## src/core/ctd_consts.svh

```systemverilog
// Offsets, field positions, reset values and counts of the chained transmit DMA channel
`ifndef CTD_CONSTS_SVH
`define CTD_CONSTS_SVH

// Register byte offsets
`define CTD_OFS_CTRL        8'h00
`define CTD_OFS_BASE        8'h04
`define CTD_OFS_END_PTR     8'h08
`define CTD_OFS_CUR_PTR     8'h0C
`define CTD_OFS_INT_STAT    8'h10
`define CTD_OFS_INT_MASK    8'h14
`define CTD_OFS_BYTE_CNT    8'h18
`define CTD_OFS_BUF_ADDR    8'h1C

// Control register fields
`define CTD_CTRL_EN_BIT     0
`define CTD_CTRL_MULTI_BIT  1

// Interrupt status and mask fields
`define CTD_INT_MATCH_BIT   0
`define CTD_INT_FEND_BIT    1

// Descriptor status field bits
`define CTD_ST_EOT_BIT      0
`define CTD_ST_EOM_BIT      7

// Descriptor layout: four 16-bit words
`define CTD_DESC_LAST_IDX   2'h3

// Reset values
`define CTD_RST_BASE        8'h00
`define CTD_RST_PTR         16'h0000
`define CTD_RST_MASK        2'h0

`endif

```

## src/core/ctd_pkg.sv

```systemverilog
// Types of the chained transmit DMA channel
package ctd_pkg;

   // Channel sequencer states, one-hot
   typedef enum logic [4:0] {
      ST_IDLE  = 5'b0_0001,
      ST_FETCH = 5'b0_0010,
      ST_LOAD  = 5'b0_0100,
      ST_WAIT  = 5'b0_1000,
      ST_READ  = 5'b1_0000
   } ctd_state_t;

   // Memory read request towards system memory
   typedef struct packed {
      logic        req;
      logic        word;
      logic [23:0] addr;
   } ctd_mem_req_t;

   // Data handed to the serial transmitter
   typedef struct packed {
      logic        valid;
      logic        word;
      logic        last;
      logic [15:0] data;
   } ctd_tx_t;

   // Whole channel state
   typedef struct packed {
      ctd_state_t   state;
      logic         enable;
      logic         multi;
      logic [7:0]   base;
      logic [15:0]  end_ptr;
      logic [15:0]  cur_ptr;
      logic [1:0]   int_stat;
      logic [1:0]   int_mask;
      logic [1:0]   idx;
      logic [15:0]  d_chain;
      logic [23:0]  d_bp;
      logic [7:0]   d_st;
      logic [15:0]  d_len;
      logic [23:0]  buf_addr;
      logic [15:0]  byte_cnt;
      logic [31:0]  rdata;
      ctd_mem_req_t mem;
      ctd_tx_t      tx;
   } ctd_regs_t;

endpackage : ctd_pkg

```

## src/core/ctd_channel.sv

```systemverilog
// Chained transmit DMA channel: descriptor ring walker feeding a serial transmitter
`timescale 1ns/100ps
`include "ctd_consts.svh"

module ctd_channel
   import ctd_pkg::*;
(
   // Clock and reset
   input  wire logic         clk_sys,
   input  wire logic         resetn,
   // Register port
   input  wire logic [7:0]   reg_addr,
   input  wire logic [31:0]  reg_wdata,
   input  wire logic         reg_wr,
   input  wire logic         reg_rd,
   output logic      [31:0]  reg_rdata,
   // System memory read port
   output ctd_mem_req_t      mem_out,
   input  wire logic         mem_ack,
   input  wire logic [15:0]  mem_rdata,
   // Serial transmitter side
   input  wire logic         tx_req,
   output ctd_tx_t           tx_out,
   // Interrupt
   output logic              irq
);

   ctd_regs_t r;
   ctd_regs_t next_r;

   // Transfer unit size in bytes for the current count
   function automatic logic [15:0] step_of(input logic [15:0] cnt);
      step_of = (cnt >= 16'h0002) ? 16'h0002 : 16'h0001;
   endfunction : step_of

   // Register write select
   function automatic logic wr_hit(input logic [7:0] ofs, input logic [7:0] a, input logic w);
      wr_hit = w && (a == ofs);
   endfunction : wr_hit

   logic [15:0] step;
   logic [15:0] cnt_after;
   logic [1:0]  ev;
   logic        rd_stat;

   // Next-state logic
   always_comb begin
      next_r         = r;
      next_r.tx.valid = 1'b0;
      ev             = 2'b00;
      step           = step_of(r.byte_cnt);
      cnt_after      = r.byte_cnt - step;
      rd_stat        = reg_rd && (reg_addr == `CTD_OFS_INT_STAT);

      // Host register writes
      if (wr_hit(`CTD_OFS_CTRL, reg_addr, reg_wr)) begin
         next_r.enable = reg_wdata[`CTD_CTRL_EN_BIT];
         if (!r.enable) begin
            next_r.multi = reg_wdata[`CTD_CTRL_MULTI_BIT];
         end
      end
      if (wr_hit(`CTD_OFS_BASE, reg_addr, reg_wr) && !r.enable) begin
         next_r.base = reg_wdata[7:0];
      end
      if (wr_hit(`CTD_OFS_END_PTR, reg_addr, reg_wr)) begin
         next_r.end_ptr = reg_wdata[15:0];
      end
      if (wr_hit(`CTD_OFS_CUR_PTR, reg_addr, reg_wr) && !r.enable) begin
         next_r.cur_ptr = reg_wdata[15:0];
      end
      if (wr_hit(`CTD_OFS_INT_MASK, reg_addr, reg_wr)) begin
         next_r.int_mask = reg_wdata[1:0];
      end

      // Channel sequencer
      case (r.state)
         ST_IDLE: begin
            if (r.enable && tx_req) begin
               if (r.cur_ptr == r.end_ptr) begin
                  next_r.enable = 1'b0;
                  ev[`CTD_INT_MATCH_BIT] = 1'b1;
               end else begin
                  next_r.idx      = 2'h0;
                  next_r.mem.req  = 1'b1;
                  next_r.mem.word = 1'b1;
                  next_r.mem.addr = {r.base, r.cur_ptr};
                  next_r.state    = ST_FETCH;
               end
            end
         end
         ST_FETCH: begin
            if (mem_ack) begin
               case (r.idx)
                  2'h0: next_r.d_chain = mem_rdata;
                  2'h1: next_r.d_bp[15:0] = mem_rdata;
                  2'h2: begin
                     next_r.d_bp[23:16] = mem_rdata[7:0];
                     next_r.d_st        = mem_rdata[15:8];
                  end
                  default: next_r.d_len = mem_rdata;
               endcase
               if (r.idx == `CTD_DESC_LAST_IDX) begin
                  next_r.mem.req = 1'b0;
                  next_r.state   = ST_LOAD;
               end else begin
                  next_r.idx      = r.idx + 2'h1;
                  // Stay inside the 64-kbyte descriptor region
                  next_r.mem.addr = {r.base, r.mem.addr[15:0] + 16'h0002};
               end
            end
         end
         ST_LOAD: begin
            next_r.buf_addr = r.d_bp;
            next_r.byte_cnt = r.d_len;
            if (r.d_len == 16'h0000) begin
               // Empty buffer: switch at once
               next_r.cur_ptr = r.d_chain;
               next_r.state   = ST_IDLE;
            end else begin
               next_r.state = ST_WAIT;
            end
         end
         ST_WAIT: begin
            if (r.enable && tx_req) begin
               next_r.mem.req  = 1'b1;
               next_r.mem.word = (step == 16'h0002);
               next_r.mem.addr = r.buf_addr;
               next_r.state    = ST_READ;
            end
         end
         ST_READ: begin
            if (mem_ack) begin
               next_r.mem.req  = 1'b0;
               next_r.tx.valid = 1'b1;
               next_r.tx.word  = r.mem.word;
               next_r.tx.data  = r.mem.word ? mem_rdata : {8'h00, mem_rdata[7:0]};
               next_r.tx.last  = 1'b0;
               next_r.buf_addr = r.buf_addr + {8'h00, step};
               next_r.byte_cnt = cnt_after;
               if (cnt_after == 16'h0000) begin
                  next_r.cur_ptr = r.d_chain;
                  next_r.tx.last = r.d_st[`CTD_ST_EOM_BIT];
                  next_r.state   = ST_IDLE;
                  if (r.d_st[`CTD_ST_EOM_BIT] || r.d_st[`CTD_ST_EOT_BIT]) begin
                     ev[`CTD_INT_FEND_BIT] = 1'b1;
                  end
                  if ((r.d_st[`CTD_ST_EOM_BIT] && !r.multi) || r.d_st[`CTD_ST_EOT_BIT]) begin
                     next_r.enable = 1'b0;
                  end
               end else begin
                  next_r.state = ST_WAIT;
               end
            end
         end
         default: begin
            next_r.state   = ST_IDLE;
            next_r.mem.req = 1'b0;
         end
      endcase

      // Sticky status: read clears, new event wins
      next_r.int_stat = (rd_stat ? 2'b00 : r.int_stat) | ev;

      // Read data, one cycle after the strobe
      next_r.rdata = 32'h0000_0000;
      if (reg_rd) begin
         case (reg_addr)
            `CTD_OFS_CTRL:     next_r.rdata = {30'h0000_0000, r.multi, r.enable};
            `CTD_OFS_BASE:     next_r.rdata = {24'h00_0000, r.base};
            `CTD_OFS_END_PTR:  next_r.rdata = {16'h0000, r.end_ptr};
            `CTD_OFS_CUR_PTR:  next_r.rdata = {16'h0000, r.cur_ptr};
            `CTD_OFS_INT_STAT: next_r.rdata = {30'h0000_0000, r.int_stat};
            `CTD_OFS_INT_MASK: next_r.rdata = {30'h0000_0000, r.int_mask};
            `CTD_OFS_BYTE_CNT: next_r.rdata = {16'h0000, r.byte_cnt};
            `CTD_OFS_BUF_ADDR: next_r.rdata = {8'h00, r.buf_addr};
            default:           next_r.rdata = 32'h0000_0000;
         endcase
      end
   end

   // State register
   always_ff @(posedge clk_sys or negedge resetn) begin
      if (!resetn) begin
         r          <= '0;
         r.state    <= ST_IDLE;
         r.base     <= `CTD_RST_BASE;
         r.end_ptr  <= `CTD_RST_PTR;
         r.cur_ptr  <= `CTD_RST_PTR;
         r.int_mask <= `CTD_RST_MASK;
      end else begin
         r <= next_r;
      end
   end

   // Outputs
   assign reg_rdata = r.rdata;
   assign mem_out   = r.mem;
   assign tx_out    = r.tx;
   assign irq       = |(r.int_stat & r.int_mask);

endmodule : ctd_channel

```

## config.mk

```make
export PLATFORM = sky130hd
export DESIGN_NAME = ctd_channel
export DESIGN_NICKNAME = d
export VERILOG_FILES = /design/src/core/ctd_pkg.sv /design/src/core/ctd_channel.sv
export VERILOG_INCLUDE_DIRS = /design/src /design/src/core
export SDC_FILE = /design/constraint.sdc
export NUM_CORES = 1
export LEC_CHECK = 0
export BUFFER_PORTS_ARGS = -buffer_cell sky130_fd_sc_hd__buf_2
export CAP_MARGIN = 20
export CORE_ASPECT_RATIO = 0.6
export CORE_MARGIN = 2
export CORE_UTILIZATION = 40
export DETAILED_ROUTE_END_ITERATION = 6
export HOLD_SLACK_MARGIN = 0.08
export PLACE_DENSITY = 0.58
export SYNTH_ARGS = -nofsm -noshare
export SYNTH_HDL_FRONTEND = slang
export SYNTH_SLANG_ARGS = --single-unit
```

## constraint.sdc

```tcl
create_clock -name clk_sys -period 4.2 [get_ports clk_sys]
set_clock_uncertainty 0.15 [all_clocks]
set_input_delay 1.26 -clock clk_sys [delete_from_list [all_inputs] [get_ports clk_sys]]
set_output_delay 1.26 -clock clk_sys [all_outputs]
set_load 0.05 [all_outputs]
```

Word-level counts from Yosys, hierarchy flattened
Index checks and enable logic that the tools add are counted.
{"block": "totals", "mem_bits_rw": 0, "wordCells": 152, "out_inout_bits": 78, "in_bits": 62, "latch_bits": 0, "reg_bits": 234, "memories": 0, "rom_bits": 0}
{"block": "op_classes", "n_shift": 0, "n_lt_le_gt_ge": 1, "div": 0, "reduce_logical": 36, "n_mul": 0, "n_addsub": 4, "mux": 58, "n_eq_ne": 24, "bitwise": 5}
{"cell": "24-bit one-hot mux with 8 select lines", "n": 1}
{"cell": "16-bit two-way mux", "n": 8}
{"cell": "40-bit one-hot mux with 2 select lines", "n": 1}
{"cell": "26-bit two-way mux", "n": 3}
{"cell": "24-bit two-way mux", "n": 3}
{"cell": "24-bit one-hot mux with 3 select lines", "n": 1}
{"cell": "66-bit two-way mux", "n": 1}
{"cell": "40-bit two-way mux", "n": 1}
{"cell": "19-bit two-way mux", "n": 2}
{"cell": "8-bit by 5-bit equality test with 1-bit output (second input constant)", "n": 4}
{"cell": "16-bit logical NOT", "n": 2}
{"cell": "16-bit one-hot mux with 2 select lines", "n": 1}
{"cell": "5-bit one-hot mux with 5 select lines", "n": 1}
{"cell": "24-bit by 2-bit adder with 24-bit output", "n": 1}
{"cell": "5-bit two-way mux", "n": 4}
{"cell": "16-bit by 2-bit adder with 16-bit output (second input constant)", "n": 1}
{"cell": "16-bit equality test", "n": 1}
{"cell": "8-bit by 4-bit equality test with 1-bit output (second input constant)", "n": 2}
{"cell": "16-bit by 2-bit >= comparator with 1-bit output (second input constant)", "n": 1}
{"cell": "8-bit two-way mux", "n": 2}
{"cell": "16-bit by 2-bit subtractor with 16-bit output", "n": 1}
{"cell": "1-bit two-way mux", "n": 15}
{"cell": "2-bit != test (second input constant)", "n": 7}
{"cell": "2-bit two-way mux", "n": 6}
{"cell": "other kinds (32)", "n": 58}

Depth between registers and ports, before layout
{"block": "depth", "word_depth": 8, "ltp_mapped": 16, "mapped_depth_nobuf": 14}

Worst setup path before layout
Ideal clock, no wire load.
{"block": "synth_path", "kind": "register -> register", "start": "register r[83] (netlist bit)", "end": "register r[194] (netlist bit)", "n_path_buf": 2, "required_ns": 3.925, "setup_time_ns": 0.125, "t_arrival_ns": 4.005, "slack_ns": -0.080, "synth_period_minus_slack_ns": 4.280, "path_stages_with_launch": 17, "cell_sequence": "dfrtp_1 > nor3_2 > nor3b_2 > nand3_1 > or4_1 > inv_1 > ha_1 > inv_1 > fa_1 > clkbuf_1 > nor3_1 > nand2_1 > a22oi_1 > nor4b_2 > a41oi_4 > buf_6 > mux2_4"}
{"item": "start: declaration", "line": "ctd_channel.sv:28", "source": "ctd_regs_t r;"}
{"item": "start signal: assignment", "line": "ctd_channel.sv:191", "source": "r <= next_r;"}

==> qor.txt <==
status = finished clean
Chip Width = 224.0 um
Post-DP Area = 0.01229 mm2
largest family of logic cells by synthesized area = compound AO/OA/AOI/OAI gates
utilization after layout = 46.10%
Synth warnings = 0
final setup violating endpoints = 0
flip-flop and latch area = 0.005508 mm2
top cells by area, synth = dfrtp_1 47%, mux2_2 12%, buf_4 5.0%
# Max-Cap Violations = 0
DRC errors left = 0
leak pwr = 6.238 nW
final-layout fill cell count = 2711
via/cell ratio = 5.825
Area Overhead vs Synth = 13.66%
relative slew slack = 41.51%
Tot GR Track Use = 23.09%
GR Overflow Total = 0
clock net sink count = 220
number of synthesized flops with an enable pin = 0
layout cells sized above 1 = 30.25%
type of the most critical hold path = register to register
CP Class = register to register
Critical Path End Type = register
Synth Flop Type = dfrtp_1
worst setup path start = r[82]
PortBufs = 115
Hold WS = 0.3218 ns
Finished Cell Area = 0.01321 mm2
clock buffer depth = 3
Reg clk slew, reported paths = 0.06 ns
initial antenna violation count = 0
CTS Buf Count = 22
fin nets = 1268
RSZ-0062 raised after global routing = yes
Fin. Hold Viols = 0
adder-cell share of the synthesized area = 1.421%
cts hold-fix bufs = 0
Row Count = 48
sequential area share after synthesis = 47.39%
Yosys reg bits = 220
Tot Pwr = 5.319 mW
Ant. Diodes = 0
Core Region = 0.02865 mm2
placed insts = 1538
Slew @ Worst Pin = 0.8748 ns
crit-path max FO = 8
ANT nets after route = 0
synthesized area per cell = 10.26 um2
CTS tree = done
Initial Util = 40.56%
Final min period = 4.118 ns
area taken by multi-input logic gates = 0.005381 mm2
vias in the first global route = 8570
DR WL/cell = 22.31 um
largest net degree at the start of global routing = 96
RePlAce Congestion = 0.9231
Synth Area in Compound Gates = 14.76%
most frequent cells in the layout = 218 x dfrtp_1, 119 x mux2_2, 114 x buf_2
DIE HEIGHT = 136.0 um
synthesized area = 0.01162 mm2
R2R Path Start = r[82]
mux cell area share after synthesis = 13.60%
Via Count = 9232
Worst Path Required = 4.46 ns
Starting DRT DRC Count = 857
Max VDD drop = 0.2443 mV
first-pass GRT wire length = 53210 um
Final Max Tran Viols = 0
post-synthesis instance total = 1133
crit path launch type = register
Die ar. = 0.03047 mm2
Post-DP HPWL = 25550 um
final worst slack = 0.08153 ns
io pins = 140
Power Density = 402.7 mW/mm2
Place WS = 0.07796 ns
commonest non-fill, non-tap cell in the layout = dfrtp_1
hold wc startpoint = tx_out[12]
period utilization = 98.06%
post-synth top area cell = dfrtp_1
synth unique cells = 62
drt total wl = 35360 um
clk root buf = clkbuf_16
fin cells = 1585
Simple-Gate Fraction of Synth Area = 13.59%
drt pass-1 iters = 5
H-tree depth = 1
XOR/XNOR Fraction of Synth Area = 1.658%
TNS Setup = 0 ns
Async S/R FF share, synth = 100.0%
Yosys top cell area share = 47.16%
worst path arrival time = 4.38 ns
worst skew pair latency = 0.54 ns
fmax = 242.8 MHz
[registers in the layout, indices dropped and copies added (netlist names)]
signal     cells
tx_out        19
r            151
mem_out       26
reg_rdata     24
[Yosys cell counts (5+ instances only)]
cell type / number
a21o_1: 5
a21oi_1: 74
a221oi_1: 12
a22o_1: 5
a22oi_1: 33
a31oi_1: 15
and2_1: 6
and3_1: 20
buf_2: 5
buf_4: 77
clkbuf_1: 51
dfrtp_1: 219
ha_1: 10
inv_1: 14
mux2_2: 119
mux2_4: 8
mux2i_1: 12
nand2_1: 88
nand3_1: 38
nand4_1: 13
nor2_1: 57
nor2b_1: 8
nor3_1: 29
nor4_1: 20
o21ai_0: 92
o22a_1: 5
o22ai_1: 13
or3_1: 5
xnor2_1: 16
xor2_1: 6
[layout make-up]
| cell class | instances | share of cell area (%) |
|---|---|---|
| clock inverters | 14 | 1.269 |
| inverters | 14 | 0.4168 |
| well taps | 375 | 3.552 |
| repair buffers | 167 | 7.958 |
| clock buffers | 26 | 4.358 |
| flip-flops and latches | 220 | 41.70 |
| multi-input cells | 769 | 40.74 |
[logic make-up (layout without fill, tap and decap cells)]
group                      Yosys count  in the layout
and+or+nand+nor                    311            311
AOI/OAI and AO/OA                  277            277
DFF                                220            220
buffers and inverters              151            221
muxes                              139            139
xor gates and xnor gates            22             22
adders and majority gates           12             12
other                                1              8
[worst max-delay path: stages, from the launching register on]
cell and delay, ns:
dfrtp_2 0.44, nor3_4 0.23, nor3b_4 0.30, nand3_2 0.12
or4_4 0.52, inv_4 0.08, ha_4 0.13, inv_2 0.04
fa_2 0.36, or3_4 0.37, xnor2_4 0.15, nor4b_4 0.34
a41oi_4 0.21, clkbuf_16 0.23, mux2_4 0.30
[metal layers]
metal | GRT usage, % | wire length [um] | up-vias
met3 | 5.057 | 3073 | 42
met2 | 31.87 | 14110 | 391
li1 | - | - | 4195
met4 | 4.185 | 525 | 0
met1 | 36.63 | 17650 | 4604
met5 | 0 | 0 | -
[where the power goes]
group	switching, mW	leakage, nW	total (mW)	internal, mW
combinational	0.500	2.87	0.807	0.308
sequential	0.189	3.01	2.45	2.26
clock	0.889	0.360	2.07	1.18
[worst paths after layout]
path                               to  slack, ns  cells after the start
setup / recovery               r[198]       0.08                     14
hold / removal             tx_out[12]       0.32                      2
setup reg to reg               r[198]       0.08                     14
hold reg to reg            tx_out[12]       0.32                      2
max in group asynchronous  tx_out[16]       2.51                      2
min in group asynchronous      r[211]       0.62                      1
[what timing repair did]
action / 4_1_cts / 5_1_grt
setup buffers: 0 / 6
gates resized for setup: 0 / 20
setup endpoints to repair: 0 / 21
Note: power is estimated with default switching activity, not from simulation.
